`config.mk`:
```
export PLATFORM = sky130hd
export DESIGN_NAME = capsense_ctrl
export DESIGN_NICKNAME = d
export VERILOG_FILES = /design/src/verilog/capsense_pkg.sv /design/src/verilog/capsense_ctrl.sv
export SDC_FILE = /design/constraint.sdc
export NUM_CORES = 1
export LEC_CHECK = 0
export BUFFER_PORTS_ARGS = -buffer_cell sky130_fd_sc_hd__buf_2
export CORE_ASPECT_RATIO = 0.75
export CORE_MARGIN = 2
export CORE_UTILIZATION = 44
export CTS_CLUSTER_DIAMETER = 50
export DETAILED_ROUTE_END_ITERATION = 8
export GPL_TIMING_DRIVEN = 0
export HOLD_SLACK_MARGIN = 0.12
export PLACE_DENSITY = 0.8
export SYNTH_ARGS = -nofsm -noshare
export SYNTH_HDL_FRONTEND = slang
export SYNTH_SLANG_ARGS = --single-unit
```
`constraint.sdc`:
```
create_clock -name SYS_CLK -period 1.92 [get_ports SYS_CLK]
set_clock_uncertainty 0.05 [all_clocks]
set_input_delay 0.192 -clock SYS_CLK [delete_from_list [all_inputs] [get_ports SYS_CLK]]
set_output_delay 0.192 -clock SYS_CLK [all_outputs]
set_load 0.01 [all_outputs]
```
`src/verilog/capsense_pkg.sv`:
```
// Constants, field layouts and carrier types of the capacitive sensing
// control block.
// Assumes an AXI4-Lite master with 32-bit data and a 4-bit byte address.
package capsense_pkg;

  // ----------------------------------------------------------------
  // Register map and field layout
  // ----------------------------------------------------------------
  localparam int ADDR_W = 4;
  localparam logic [3:0] CTRL_OFS = 4'h0;
  localparam logic [3:0] CHAN_OFS = 4'h4;
  localparam int EN_BIT = 7;
  localparam int RANGE_BIT = 6;
  localparam int CUR_LSB = 2;
  localparam int PHASE_BIT = 1;
  localparam int T0X_BIT = 0;
  localparam int CHAN_LSB = 0;
  localparam logic [7:0] CTRL_RESET = 8'h00;
  localparam logic [7:0] CHAN_RESET = 8'h00;

  // ----------------------------------------------------------------
  // Codes and timing
  // ----------------------------------------------------------------
  localparam logic [1:0] CUR_OFF = 2'h0;
  localparam logic [1:0] T1_OSC_CODE = 2'h3;
  localparam logic [1:0] RESP_OKAY = 2'h0;
  localparam logic [1:0] RESP_SLVERR = 2'h2;
  localparam int CORE_DIV = 4;
  localparam int NUM_CHAN = 16;

  // Write and read channel states.
  typedef enum logic [1:0] {
    WR_IDLE = 2'b01,
    WR_RESP = 2'b10
  } wr_state_t;

  typedef enum logic [1:0] {
    RD_IDLE = 2'b01,
    RD_DATA = 2'b10
  } rd_state_t;

  // AXI4-Lite signals driven by the master.
  typedef struct packed {
    logic awvalid;
    logic [ADDR_W-1:0] awaddr;
    logic wvalid;
    logic [31:0] wdata;
    logic [3:0] wstrb;
    logic bready;
    logic arvalid;
    logic [ADDR_W-1:0] araddr;
    logic rready;
  } axil_req_t;

  // AXI4-Lite signals driven by this slave.
  typedef struct packed {
    logic awready;
    logic wready;
    logic bvalid;
    logic [1:0] bresp;
    logic arready;
    logic rvalid;
    logic [31:0] rdata;
    logic [1:0] rresp;
  } axil_rsp_t;

  // Steering of the analog sensing oscillator.
  typedef struct packed {
    logic module_on;
    logic high_range;
    logic [1:0] current_code;
    logic osc_run;
    logic noise_detect;
    logic [NUM_CHAN-1:0] channel_on;
  } osc_ctrl_t;

endpackage

```
`src/verilog/capsense_ctrl.sv`:
```
// Control and status logic of the capacitive sensing oscillator, with the
// Timer0 and Timer1 clock steering and an AXI4-Lite register slave.
// Assumes the oscillator output, its phase and the Timer0 clock pin arrive
// asynchronously; sleep and the timer source fields come from SYS_CLK logic.
`timescale 1ns/10ps

module capsense_ctrl
  import capsense_pkg::*;
(
  input wire logic SYS_CLK,
  input wire logic RESETN,
  input wire axil_req_t AXI_REQ,
  output axil_rsp_t AXI_RSP,
  input wire logic OSC_IN,
  input wire logic PHASE_IN,
  input wire logic T0_PIN_IN,
  input wire logic SLEEP,
  input wire logic T0_CLOCK_SELECT,
  input wire logic [1:0] T1_SOURCE_FIELD,
  output osc_ctrl_t OSC_CTRL,
  output logic TMR0_CLK,
  output logic TMR1_OSC_SEL,
  output logic TMR1_CLK
);

  // ----------------------------------------------------------------
  // State
  // ----------------------------------------------------------------
  typedef struct packed {
    logic en;
    logic rng;
    logic [1:0] cur;
    logic t0x;
    logic [3:0] chan;
    logic osc_s1;
    logic osc_s2;
    logic ph_s1;
    logic ph_s2;
    logic phase;
    logic pin_s1;
    logic pin_s2;
    logic [1:0] div;
    logic aw_have;
    logic [ADDR_W-1:0] awaddr;
    logic w_have;
    logic [7:0] wdata;
    logic wstrb0;
    wr_state_t wr_st;
    logic [1:0] bresp;
    rd_state_t rd_st;
    logic [7:0] rdata;
    logic [1:0] rresp;
  } state_t;

  state_t s_q;
  state_t s_d;
  logic rst_s1_q;
  logic rst_n;
  logic osc_runs;

  // Reset release through two flip-flops; assertion stays asynchronous.
  always_ff @(posedge SYS_CLK or negedge RESETN) begin
    if (!RESETN) begin
      rst_s1_q <= 1'b0;
      rst_n <= 1'b0;
    end else begin
      rst_s1_q <= 1'b1;
      rst_n <= rst_s1_q;
    end
  end

  // Oscillator active when enabled, unless low range with the off code.
  assign osc_runs = s_q.en && (s_q.rng || s_q.cur != CUR_OFF);

  // ----------------------------------------------------------------
  // Next state
  // ----------------------------------------------------------------
  // Synchronisers, core divider, register writes and reads.
  always_comb begin
    s_d = s_q;
    s_d.osc_s1 = OSC_IN;
    s_d.osc_s2 = s_q.osc_s1;
    s_d.ph_s1 = PHASE_IN;
    s_d.ph_s2 = s_q.ph_s1;
    s_d.pin_s1 = T0_PIN_IN;
    s_d.pin_s2 = s_q.pin_s1;
    s_d.phase = osc_runs && s_q.ph_s2;
    s_d.div = s_q.div + 2'h1;
    if (AXI_REQ.awvalid && AXI_RSP.awready) begin
      s_d.aw_have = 1'b1;
      s_d.awaddr = AXI_REQ.awaddr;
    end
    if (AXI_REQ.wvalid && AXI_RSP.wready) begin
      s_d.w_have = 1'b1;
      s_d.wdata = AXI_REQ.wdata[7:0];
      s_d.wstrb0 = AXI_REQ.wstrb[0];
    end
    case (s_q.wr_st)
      WR_IDLE: begin
        if (s_q.aw_have && s_q.w_have) begin
          s_d.aw_have = 1'b0;
          s_d.w_have = 1'b0;
          s_d.wr_st = WR_RESP;
          s_d.bresp = RESP_OKAY;
          if (s_q.awaddr == CTRL_OFS) begin
            if (s_q.wstrb0) begin
              // Bits 5, 4 and 1 are not stored.
              s_d.en = s_q.wdata[EN_BIT];
              s_d.rng = s_q.wdata[RANGE_BIT];
              s_d.cur = s_q.wdata[CUR_LSB+:2];
              s_d.t0x = s_q.wdata[T0X_BIT];
            end
          end else if (s_q.awaddr == CHAN_OFS) begin
            if (s_q.wstrb0) begin
              s_d.chan = s_q.wdata[CHAN_LSB+:4];
            end
          end else begin
            s_d.bresp = RESP_SLVERR;
          end
        end
      end
      WR_RESP: begin
        if (AXI_REQ.bready) begin
          s_d.wr_st = WR_IDLE;
        end
      end
      default: begin
        s_d.wr_st = WR_IDLE;
      end
    endcase
    case (s_q.rd_st)
      RD_IDLE: begin
        if (AXI_REQ.arvalid) begin
          s_d.rd_st = RD_DATA;
          s_d.rresp = RESP_OKAY;
          s_d.rdata = 8'h00;
          if (AXI_REQ.araddr == CTRL_OFS) begin
            s_d.rdata[EN_BIT] = s_q.en;
            s_d.rdata[RANGE_BIT] = s_q.rng;
            s_d.rdata[CUR_LSB+:2] = s_q.cur;
            s_d.rdata[PHASE_BIT] = s_q.phase;
            s_d.rdata[T0X_BIT] = s_q.t0x;
          end else if (AXI_REQ.araddr == CHAN_OFS) begin
            s_d.rdata[CHAN_LSB+:4] = s_q.chan;
          end else begin
            s_d.rresp = RESP_SLVERR;
          end
        end
      end
      RD_DATA: begin
        if (AXI_REQ.rready) begin
          s_d.rd_st = RD_IDLE;
        end
      end
      default: begin
        s_d.rd_st = RD_IDLE;
      end
    endcase
  end

  // State register; reset clears every field except the write and read states, which load WR_IDLE and RD_IDLE.
  always_ff @(posedge SYS_CLK or negedge rst_n) begin
    if (!rst_n) begin
      s_q <= '0;
      s_q.wr_st <= WR_IDLE;
      s_q.rd_st <= RD_IDLE;
    end else begin
      s_q <= s_d;
    end
  end

  // ----------------------------------------------------------------
  // Outputs
  // ----------------------------------------------------------------
  // Bus answers.
  always_comb begin
    AXI_RSP.awready = !s_q.aw_have && s_q.wr_st == WR_IDLE;
    AXI_RSP.wready = !s_q.w_have && s_q.wr_st == WR_IDLE;
    AXI_RSP.bvalid = s_q.wr_st == WR_RESP;
    AXI_RSP.bresp = s_q.bresp;
    AXI_RSP.arready = s_q.rd_st == RD_IDLE;
    AXI_RSP.rvalid = s_q.rd_st == RD_DATA;
    AXI_RSP.rdata = {24'h000000, s_q.rdata};
    AXI_RSP.rresp = s_q.rresp;
  end

  // Oscillator steering; sleep does not reach it.
  always_comb begin
    OSC_CTRL.module_on = s_q.en;
    OSC_CTRL.high_range = s_q.rng;
    OSC_CTRL.current_code = s_q.en ? s_q.cur : CUR_OFF;
    OSC_CTRL.osc_run = osc_runs;
    OSC_CTRL.noise_detect = osc_runs && s_q.rng && s_q.cur == CUR_OFF;
    OSC_CTRL.channel_on = '0;
    if (s_q.en) begin
      OSC_CTRL.channel_on[s_q.chan] = 1'b1;
    end
  end

  // Timer clock steering; Timer0 is held low in sleep.
  always_comb begin
    if (SLEEP) begin
      TMR0_CLK = 1'b0;
    end else if (!T0_CLOCK_SELECT) begin
      TMR0_CLK = s_q.div[1];
    end else begin
      TMR0_CLK = s_q.t0x ? s_q.osc_s2 : s_q.pin_s2;
    end
    TMR1_OSC_SEL = T1_SOURCE_FIELD == T1_OSC_CODE;
    TMR1_CLK = TMR1_OSC_SEL && s_q.osc_s2;
  end
endmodule

```
**Word level (Yosys, flattened, before mapping)**

Cells that the tools add are included.

- Output and inout bits: 66
- ROM bits: 0
- Word-level logic and storage cells: 90
- Memories: 0
- Latch bits: 0
- Register bits: 49
- Input bits: 58
- Memory bits (writable): 0

- Muxes and demuxes: 26
- Equal/unequal tests: 11
- Shift-type cells: 0
- Bitwise logic cells: 1
- Magnitude comparators: 2
- Reduce and logical (&&, ||, !) cells: 24
- Div/mod/pow operators: 0
- $add $sub $neg: 1
- Multiply operators: 0

Operator list:

| kind | number |
|---|---|
| $mux 16 | 1 |
| $mux 2 | 8 |
| $mux 12 | 1 |
| $mux 4 | 3 |
| $logic_and 1x1->1 | 11 |
| $mux 10 | 1 |
| $eq 4x3->1 const B | 2 |
| $logic_not 4->1 | 2 |
| $mux 1 | 8 |
| $ne 2x2->1 const B | 4 |
| $pmux 2 s2 | 2 |
| $reduce_and 2->1 | 4 |
| $eq 2x2->1 const B | 3 |
| $lt 4x5->1 const B | 1 |
| $mux 5 | 1 |
| $reduce_and 5->1 | 1 |
| $demux 1 s4 | 1 |
| $eq 2x1->1 const B | 2 |
| $ge 4x1->1 const B | 1 |
| $reduce_and 4->1 | 1 |
| $add 2x1->2 const B | 1 |
| $logic_not 1->1 | 2 |
| $logic_not 2->1 | 1 |
| $reduce_bool 2->1 | 1 |
| other kinds (2) | 2 |

**Logic depth before layout (Yosys ltp)**

Gate-level depths: netlist of run 1.

- Depth after elaboration: 6
- Depth in mapped cells: 4

**Least setup slack after synthesis of run 1**

OpenSTA, ideal clock, no wires.

- Path kind: register -> register
- From: register s_q[14] (netlist name)
- To: register s_q, in the netlist OSC_CTRL[20]
- Data arrival time: 1.375 ns
- Buffers on the path: 1
- Cell stages (with the launch flop): 5
- Slack: 0.369 ns
- Data required time: 1.745 ns
- Period minus slack after synthesis: 1.551 ns
- Cell sequence: dfstp_2 > and4b_4 > and4b_1 > buf_6 > mux2_4

- Longest elaborated chain between the ends: 2

RTL lines:

| what | line | source |
|---|---|---|
| from (decl) | capsense_ctrl.sv:55 | `state_t s_q;` |
| $eq 2x1->1 | capsense_ctrl.sv:98 | `case (s_q.wr_st)` |
| $reduce_and 4->1 (no line) | - |  |

No other way between the ends.
A chain may end at the register's enable or synchronous reset.

==> results_dict.tcl, run 1 <==
set metrics [dict create \
    hp-class "in2async" \
    ir_drop_mv 0.795 \
    synth_top_family_by_area "buffers and inverters" \
    die_h_um 65.2 \
    num_vias 1609 \
    ys_async_sr_fraction_pct 100 \
    synth-xor-area-share_pct 0.398 \
    fin_nets 369 \
    synth_compound_area_share_pct 3.70 \
    tns_ns 0 \
    fp.dieArea_um2 5590 \
    wirelength_mm 4.17 \
    grt_setup_unrepaired "no" \
    slew_headroom_pct 39.1 \
    portBuffers 65 \
    die_x_um 85.6 \
    clockBufferDepth 2 \
    cp.arrival_ns 1.51 \
    ys.flop_type "dfrtp_1" \
    synth-seq-area-share_pct 51.3 \
    dr.pass1.iters 4 \
    synth_top_area_cell "dfrtp_1" \
    worst_pin_slew_ns 0.914 \
    grt_max_degree 44 \
    avgSynthCellArea_um2 11.4 \
    grtUsageMet2_pct 25.7 \
    dpl.hpwl_mm 3.04 \
    synth-edff-count 0 \
    h-tree-depth 2 \
    ys_seq_elements 45 \
    grt_usage_pct 15.7 \
    seqCellArea_um2 1130 \
    cts-root-buf "clkbuf_8" \
    met3_usage_pct 4.15 \
    worstPathMaxFanout 10 \
    pin_count 124 \
    final_common_cell "buf_2" \
    gp_congestion 0.739 \
    yosys.area_share.adder_pct 0 \
    start_util_pct 45.4 \
    cts.clk_slew.worst_paths_ns 0.08 \
    routed_via_density 4.33 \
    muxShareOfSynthArea_pct 13.9 \
    fin_crit_sh_pct 91.2 \
    diodes 0 \
    drc_errors 0 \
    antenna_found_initial 0 \
    drtIter0Drc 23 \
    hold_violations 0 \
    clk_latency_ns 0.29 \
    critPathCaptureType "output port" \
    layout.cells.non_filler 372 \
    mappedNetlistArea_um2 2200 \
    final_cell_mix "buf_2, dfrtp_1, buf_4" \
    reg2reg_from "s_q[14]" \
    yosys_warnings 0 \
    grt_pass1_wl_mm 6.76 \
    grt_busiest_layer "met2" \
    final_antenna_net_count 0 \
    fin_crit_ns 1.75 \
    endpoint "OSC_CTRL[0]" \
    multi_input_area_um2 837 \
    dp.cells 345 \
    drive_gt1_share_pct 45.8 \
    grtUsageMet1_pct 20.3 \
    setup_viol 0 \
    core_area_um2 4840 \
    overflow 0 \
    rows 22 \
    drv_cap 0 \
    power_per_cell_area_nw_per_um2 1070 \
    r2r_end "s_q[24]" \
    fill_cells 415 \
    drv_slew 0 \
    critical_path_class "reg2out" \
    max_freq_mhz 571 \
    p_leak_nw 1.61 \
    yosysUniqueCellTypes 36 \
    clkSinkCount 45 \
    cp.required_ns 1.68 \
    holdWs_ns 0.167 \
    synth_top_area_share_pct 48.9 \
    crit_start "OSC_CTRL[21]" \
    area_growth_pct 36.1 \
    outcome "finished clean" \
    synthSimpleGateAreaFrac_pct 14.8 \
    cts_tree "done" \
    start_kind "flop" \
    wl_per_cell_um 11.2 \
    synth_top_cells_by_area "dfrtp_1, buf_4, mux2_2" \
    grt_pass1_vias 1524 \
    rrSetupSlack_ns 0.22 \
    r2r_cells 3 \
    synthCells 193 \
    numCtsBuffers 5 \
]
[cell families (layout without fill, tap and decap cells)]
kind of cell    count (synthesis)  count (layout)
compound gates                 13              13
xor+xnor                        1               1
buf+inv                        50             142
flops                          45              45
mux                            26              26
other cells                     2              29
simple gates                   56              56
[flip-flops by register name, indices dropped and copies added, names as in the netlist]
signal    cells
rst_s1_q      1
s_d           3
rst_n         1
OSC_CTRL      2
AXI_RSP       8
s_q          30
[worst min-delay path by stage]
| stage | slack, ns | end | from | cells after the start |
|---|---|---|---|---|
| floorplan | -0.15 | rst_n | RESETN | 0 |
| global placement | -0.07 | rst_n | RESETN | 1 |
| detailed placement | -0.07 | rst_s1_q | RESETN | 1 |
| CTS | 0.15 | rst_n | RESETN | 2 |
| global route | 0.17 | rst_s1_q | RESETN | 2 |
| finish | 0.17 | rst_n | RESETN | 2 |
[area by class of cell]
class / count / area share (%)
buffer: 45 / 10.9
clock buffer: 8 / 3.01
inverter: 5 / 0.627
multi-input combinational: 125 / 28.0
sequential: 45 / 37.8
tap: 60 / 2.51
timing repair buffer: 84 / 17.2
[synthesized netlist by cell type (all sizes together) (2+ instances only)]
cell	count
a21oi	2
a22o	2
and2	4
and4b	2
buf	41
clkbuf	4
conb	2
dfrtp	43
dfstp	2
inv	5
mux2	21
mux2i	5
nand2	7
nand2b	5
nand3b	3
nor2	17
nor2b	2
nor3	7
nor3b	2
o21ai	6
[stage by stage]
| step | util (%) | worst slack [ns] | area (um2) | power (mW) |
|---|---|---|---|---|
| final | 61.8 | 0.168 | 2990 | 3.19 |
| after global routing | 61.8 | 0.0782 | 2990 | 3.42 |
| after CTS | 61.7 | 0.00771 | 2990 | 3.21 |
| after detailed placement | 55.8 | 0.222 | 2700 | 2.58 |
| after global placement | 55.8 | 0.153 | 2700 | 2.53 |
| after floorplan | - | 0.369 | 2300 | 2.26 |
[per-layer routing]
| layer | share of wire (%) | wire length, um | vias up |
|---|---|---|---|
| li1 | - | - | 810 |
| met1 | 44 | 1850 | 729 |
| met2 | 46 | 1940 | 65 |
| met3 | 8.0 | 333 | 5 |
| met4 | 1.1 | 46 | 0 |
| met5 | 0 | 0 | - |
[power by group]
group / internal [mW] / switching (mW) / total [mW] / leakage [nW]
Sequential: 1.24 / 0.255 / 1.50 / 0.560
Clock: 0.294 / 0.296 / 0.590 / 0.0455
Combinational: 0.622 / 0.484 / 1.11 / 1.00
Total: 2.16 / 1.04 / 3.19 / 1.61
[timing repair]
| item | in CTS | in global routing |
|---|---|---|
| pin swaps | 0 | 0 |
| hold buffers | 19 | 0 |
| endpoints found under the hold margin | 21 | 0 |
| setup buffers | 0 | 0 |
| resized for setup | 1 | 2 |
| setup endpoints to repair | 1 | 2 |
[critical path, stage by stage, from the launching register on]
cell      delay, ns
dfrtp_1        0.34
clkbuf_4       0.19
or3b_4         0.42
nor3_2         0.12
buf_2          0.15
Power figures use the tool's default switching activity.
==> inputs of run 2 (changes only) <==
--- a/config.mk
+++ b/config.mk
@@ -9,10 +9,12 @@
 export CORE_ASPECT_RATIO = 0.75
 export CORE_MARGIN = 2
-export CORE_UTILIZATION = 44
+export CORE_UTILIZATION = 46
+export CTS_BUF_LIST = sky130_fd_sc_hd__clkbuf_4 sky130_fd_sc_hd__clkbuf_8
 export CTS_CLUSTER_DIAMETER = 50
 export DETAILED_ROUTE_END_ITERATION = 8
 export GPL_TIMING_DRIVEN = 0
 export HOLD_SLACK_MARGIN = 0.12
-export PLACE_DENSITY = 0.8
+export PLACE_DENSITY = 0.83
+export RECOVER_POWER = 50
 export SYNTH_ARGS = -nofsm -noshare
 export SYNTH_HDL_FRONTEND = slang
==> constraint.sdc (replaced) <==
create_clock -name SYS_CLK -period 1.92 [get_ports SYS_CLK]
set_clock_uncertainty 0.05 [all_clocks]
set_input_delay 0.288 -clock SYS_CLK [delete_from_list [all_inputs] [get_ports SYS_CLK]]
set_output_delay 0.288 -clock SYS_CLK [all_outputs]
set_load 0.01 [all_outputs]
==> results_dict.tcl, run 2 (synthesis gave the netlist of run 1 again) <==
set metrics [dict create \
    drtIter0Drc 82 \
    grt_pass1_vias 1610 \
    die_h_um 63.9 \
    reg2reg_from "s_q[14]" \
    diodes 0 \
    multi_input_area_um2 837 \
    critical_path_class "reg2out" \
    drc_errors 0 \
    die_x_um 83.8 \
    crit_buf_inv 2 \
    num_vias 1586 \
    largest_reg_flops 30 \
    cts-root-buf "clkbuf_8" \
    wirelength_mm 4.27 \
    final_common_cell "buf_2" \
    grt_pass1_wl_mm 7.38 \
    clockBufferDepth 2 \
    min_path_cells 2 \
    routed_via_density 4.47 \
    fin_nets 355 \
    seqCellArea_um2 1130 \
    fin_crit_ns 1.84 \
    rows 21 \
    start_util_pct 48.7 \
    worstPathMaxFanout 8 \
    dpl.hpwl_mm 3.22 \
    whs_endpoint "s_q[15]" \
    setup_viol 0 \
    fp.dieArea_um2 5360 \
    hold_start "AXI_REQ[6]" \
    regMostFlops "s_q" \
    critPathCaptureType "output port" \
    core_area_um2 4520 \
    total_power_mw 3.36 \
    overflow 0 \
    final_antenna_net_count 0 \
    max_stage_delay_ns 0.41 \
    slew_headroom_pct 40.7 \
    tns_ns 0 \
    portBuffers 65 \
    grt_setup_unrepaired "no" \
    worst_path_dominant_cell_family "simple AND/OR/NAND/NOR gates" \
    hold_violations 0 \
    grt_max_degree 44 \
    fill_cells 399 \
    holdWs_ns 0.173 \
    max_freq_mhz 544 \
    area_growth_pct 30.7 \
    pin_count 124 \
    dr.pass1.iters 4 \
    start_kind "flop" \
    worst_pin_slew_ns 0.890 \
    outcome "finished clean" \
    cts.clk_slew.worst_paths_ns 0.08 \
    power_per_cell_area_nw_per_um2 1170 \
    antenna_found_initial 0 \
    numCtsBuffers 5 \
    wl_per_cell_um 12.0 \
    clkSinkCount 45 \
    h-tree-depth 2 \
    worstPathCellList "buf_6 -> or3b_4 -> nor3_2 -> buf_2" \
    cpMaxStageDelayCell "or3b_4" \
    drv_slew 0 \
    r2r_cells 3 \
    ir_drop_mv 0.666 \
    r2r_end "s_q[19]" \
    p_leak_nw 1.55 \
    grt_usage_pct 17.2 \
    clk_latency_ns 0.29 \
    cp.arrival_ns 1.50 \
    drive_gt1_share_pct 47.3 \
    pre_cts_ws_ns 0.200 \
    hp-class "in2reg" \
    final.setup.worst_slack_ns 0.0833 \
    cts_tree "done" \
    fin_crit_sh_pct 95.7 \
    final_cell_mix "buf_2, dfrtp_1, buf_4" \
    rrSetupSlack_ns 0.17 \
    cp.required_ns 1.58 \
    drv_cap 0 \
    gp_congestion 0.764 \
]
[run 2: metal layers]
layer	GRT usage [%]	share of wire, %	vias up
met1	21.6	42	719
met2	29.4	48	75
met4	4.84	1.3	0
li1	-	-	785
met5	0	0	-
met3	4.65	7.9	7
[run 2: worst register-to-register path, delay by kind of cell, from the launching register on]
kind,cells,cell delay (ns)
flip-flops,1,0.57
multiplexers,1,0.39
AND/OR/NAND/NOR,2,0.63
[run 2: worst max-delay path by stage]
| stage | start | end | cells past startpoint |
|---|---|---|---|
| 2_1_floorplan | OSC_CTRL[21] | OSC_CTRL[0] | 3 |
| 3_3_place_gp | rst_n | s_d[38] | 0 |
| 3_5_place_dp | s_q[14] | s_q[19] | 3 |
| 4_1_cts | OSC_CTRL[21] | OSC_CTRL[0] | 4 |
| 5_1_grt | OSC_CTRL[21] | OSC_CTRL[0] | 4 |
| 6_report | OSC_CTRL[21] | OSC_CTRL[0] | 4 |
[run 2: repair_timing]
item,in CTS,in global routing
hold endpoints to repair,5,0
setup buffers,0,1
hold buffers,4,0
gates resized for setup,3,1
setup endpoints to repair,4,2
[run 2: stage by stage]
step	utilization, %	cells	cell area (um2)
floorplan	-	220	2300
CTS	63.5	354	2870
finish	63.6	355	2880
detailed placement	59.7	342	2700
global route	63.6	355	2880
global placement	59.7	342	2700
[run 2: where the power goes]
group          internal (mW)  switching [mW]  leakage [nW]
clock                  0.438           0.305        0.0619
combinational          0.619           0.495         0.930
sequential              1.24           0.263         0.559
[run 2: cell type report]
type	instances	area share, %
Clock inverter	1	1.04
Clock buffer	7	3.13
Sequential cell	45	39.3
Multi-Input combinational cell	125	29.1
Timing Repair Buffer	70	12.8
Tap cell	57	2.48
Inverter	5	0.653
Buffer	45	11.5
==> inputs of run 3 (changes only) <==
Settings changed: CORE_MARGIN 2 to 5, GPL_TIMING_DRIVEN 0 to default.
==> results_dict.tcl, run 3 (synthesis gave the netlist of run 1 again) <==
set metrics [dict create \
    largest_reg_flops 30 \
    routed_via_density 4.59 \
    ir_drop_mv 0.663 \
    power_per_cell_area_nw_per_um2 1220 \
    clkPwrFrac_pct 19.8 \
    grtUsageMet2_pct 23.2 \
    final_common_cell "buf_2" \
    antenna_found_initial 0 \
    worstPathMaxFanout 6 \
    tns_ns 0 \
    p_comb_share_pct 31.4 \
    grt_usage_pct 14.2 \
    core_area_um2 4550 \
    wirelength_mm 4.38 \
    fp.dieArea_um2 6280 \
    fill_cells 417 \
    die_h_um 69.9 \
    drv_slew 0 \
    gp_congestion 0.759 \
    cts.clk_slew.worst_paths_ns 0.08 \
    drive_gt1_share_pct 39.9 \
    power_switching_mw 1.04 \
    final_area_um2 2550 \
    diodes 0 \
    cp.arrival_ns 1.45 \
    hp-class "in2reg" \
    outcome "finished clean" \
    grt_pass1_vias 1474 \
    start_kind "flop" \
    grt_max_degree 27 \
    grtUsageMet1_pct 17.6 \
    fin_crit_sh_pct 93.2 \
    p_int_mw 2.08 \
    drtIter0Drc 21 \
    numCtsBuffers 5 \
    drc_errors 0 \
    final_antenna_net_count 0 \
    layout.cells.non_filler 315 \
    area_growth_pct 15.9 \
    worst_pin_slew_ns 0.983 \
    critPathCaptureType "output port" \
    critical_path_class "reg2out" \
    fin_crit_ns 1.79 \
    clkSinkCount 45 \
    cts_tree "done" \
    postCtsSetupBuffers 0 \
    grt_pass1_wl_mm 7.25 \
    sw_frac_of_total_pct 33.2 \
    grt_busiest_layer "met2" \
    cts-root-buf "clkbuf_8" \
    fin_nets 315 \
    clk_latency_ns 0.29 \
    die_x_um 89.8 \
    met3_usage_pct 5.69 \
    clockBufferDepth 2 \
    hold_violations 0 \
    slew_headroom_pct 34.5 \
    portBuffers 66 \
    cp.required_ns 1.58 \
    rows 21 \
    final_cell_mix "buf_2, dfrtp_1, conb_1" \
    num_vias 1447 \
    overflow 0 \
    total_power_mw 3.12 \
    setup_viol 0 \
    max_freq_mhz 559 \
    wl_per_cell_um 13.9 \
    pin_count 124 \
    place_area_um2 2420 \
    seqCellArea_um2 1130 \
    dr.pass1.iters 4 \
    h-tree-depth 2 \
    p_seq_share_pct 48.7 \
    grt_setup_unrepaired "no" \
    dpl.hpwl_mm 3.43 \
    dp.cells 303 \
    regMostFlops "s_q" \
    multi_input_area_um2 837 \
    start_util_pct 48.4 \
    p_leak_nw 1.33 \
    fin_util_pct 56.1 \
    drv_cap 0 \
]
## run 3: stage by stage
stage / hold WS, ns / worst slack, ns
detailed placement: 0.0298 / 0.179
global placement: 0.0295 / 0.215
global route: 0.154 / 0.0596
CTS: 0.151 / 0.0483
floorplan: -0.0576 / 0.339
finish: 0.162 / 0.131
## run 3: worst max-delay path, stage by stage, from the launching register on
cell	delay, ns
dfrtp_2	0.45
or3b_4	0.44
nor3_2	0.12
buf_2	0.15
## run 3: final cells by class
cell class                 count  share of cell area, %
clock buffer                   8                   3.83
inverter                       5                  0.736
multi-input combinational    125                   32.8
sequential                    45                   44.3
tap                           57                   2.80
timing repair buffer          75                   15.5
## run 3: timing repair
item | CTS | global route
resized for setup | 1 | 2
cloned | 0 | 0
hold buffers | 4 | 0
endpoints found under the setup margin | 1 | 1
hold endpoints to repair | 5 | 0
## run 3: final timing paths
kind	startpoint	end	slack [ns]	cells past startpoint
min in group asynchronous	RESETN	rst_s1_q	0.26	2
min reg2reg	rst_s1_q	rst_n	0.30	0
min	AXI_REQ[6]	s_q[15]	0.16	2
max in group asynchronous	rst_n	s_q[14]	0.49	1
max	s_q[43]	OSC_CTRL[0]	0.13	3
max reg2reg	s_q[14]	s_q[45]	0.13	3
## run 3: power groups by stage
stage | logic, mW | registers (mW) | clock network [mW]
2_1_floorplan | 0.825 | 1.44 | 0
3_3_place_gp | 0.937 | 1.51 | 0
3_5_place_dp | 0.978 | 1.54 | 0
4_1_cts | 0.995 | 1.52 | 0.635
5_1_grt | 1.08 | 1.57 | 0.674
6_report | 0.980 | 1.52 | 0.619
## run 3: routing by layer
| metal | up-vias | share of wire [%] |
|---|---|---|
| met5 | - | 0 |
| met4 | 0 | 1.0 |
| met3 | 5 | 9.7 |
| met2 | 58 | 48 |
| met1 | 681 | 41 |
| li1 | 703 | - |
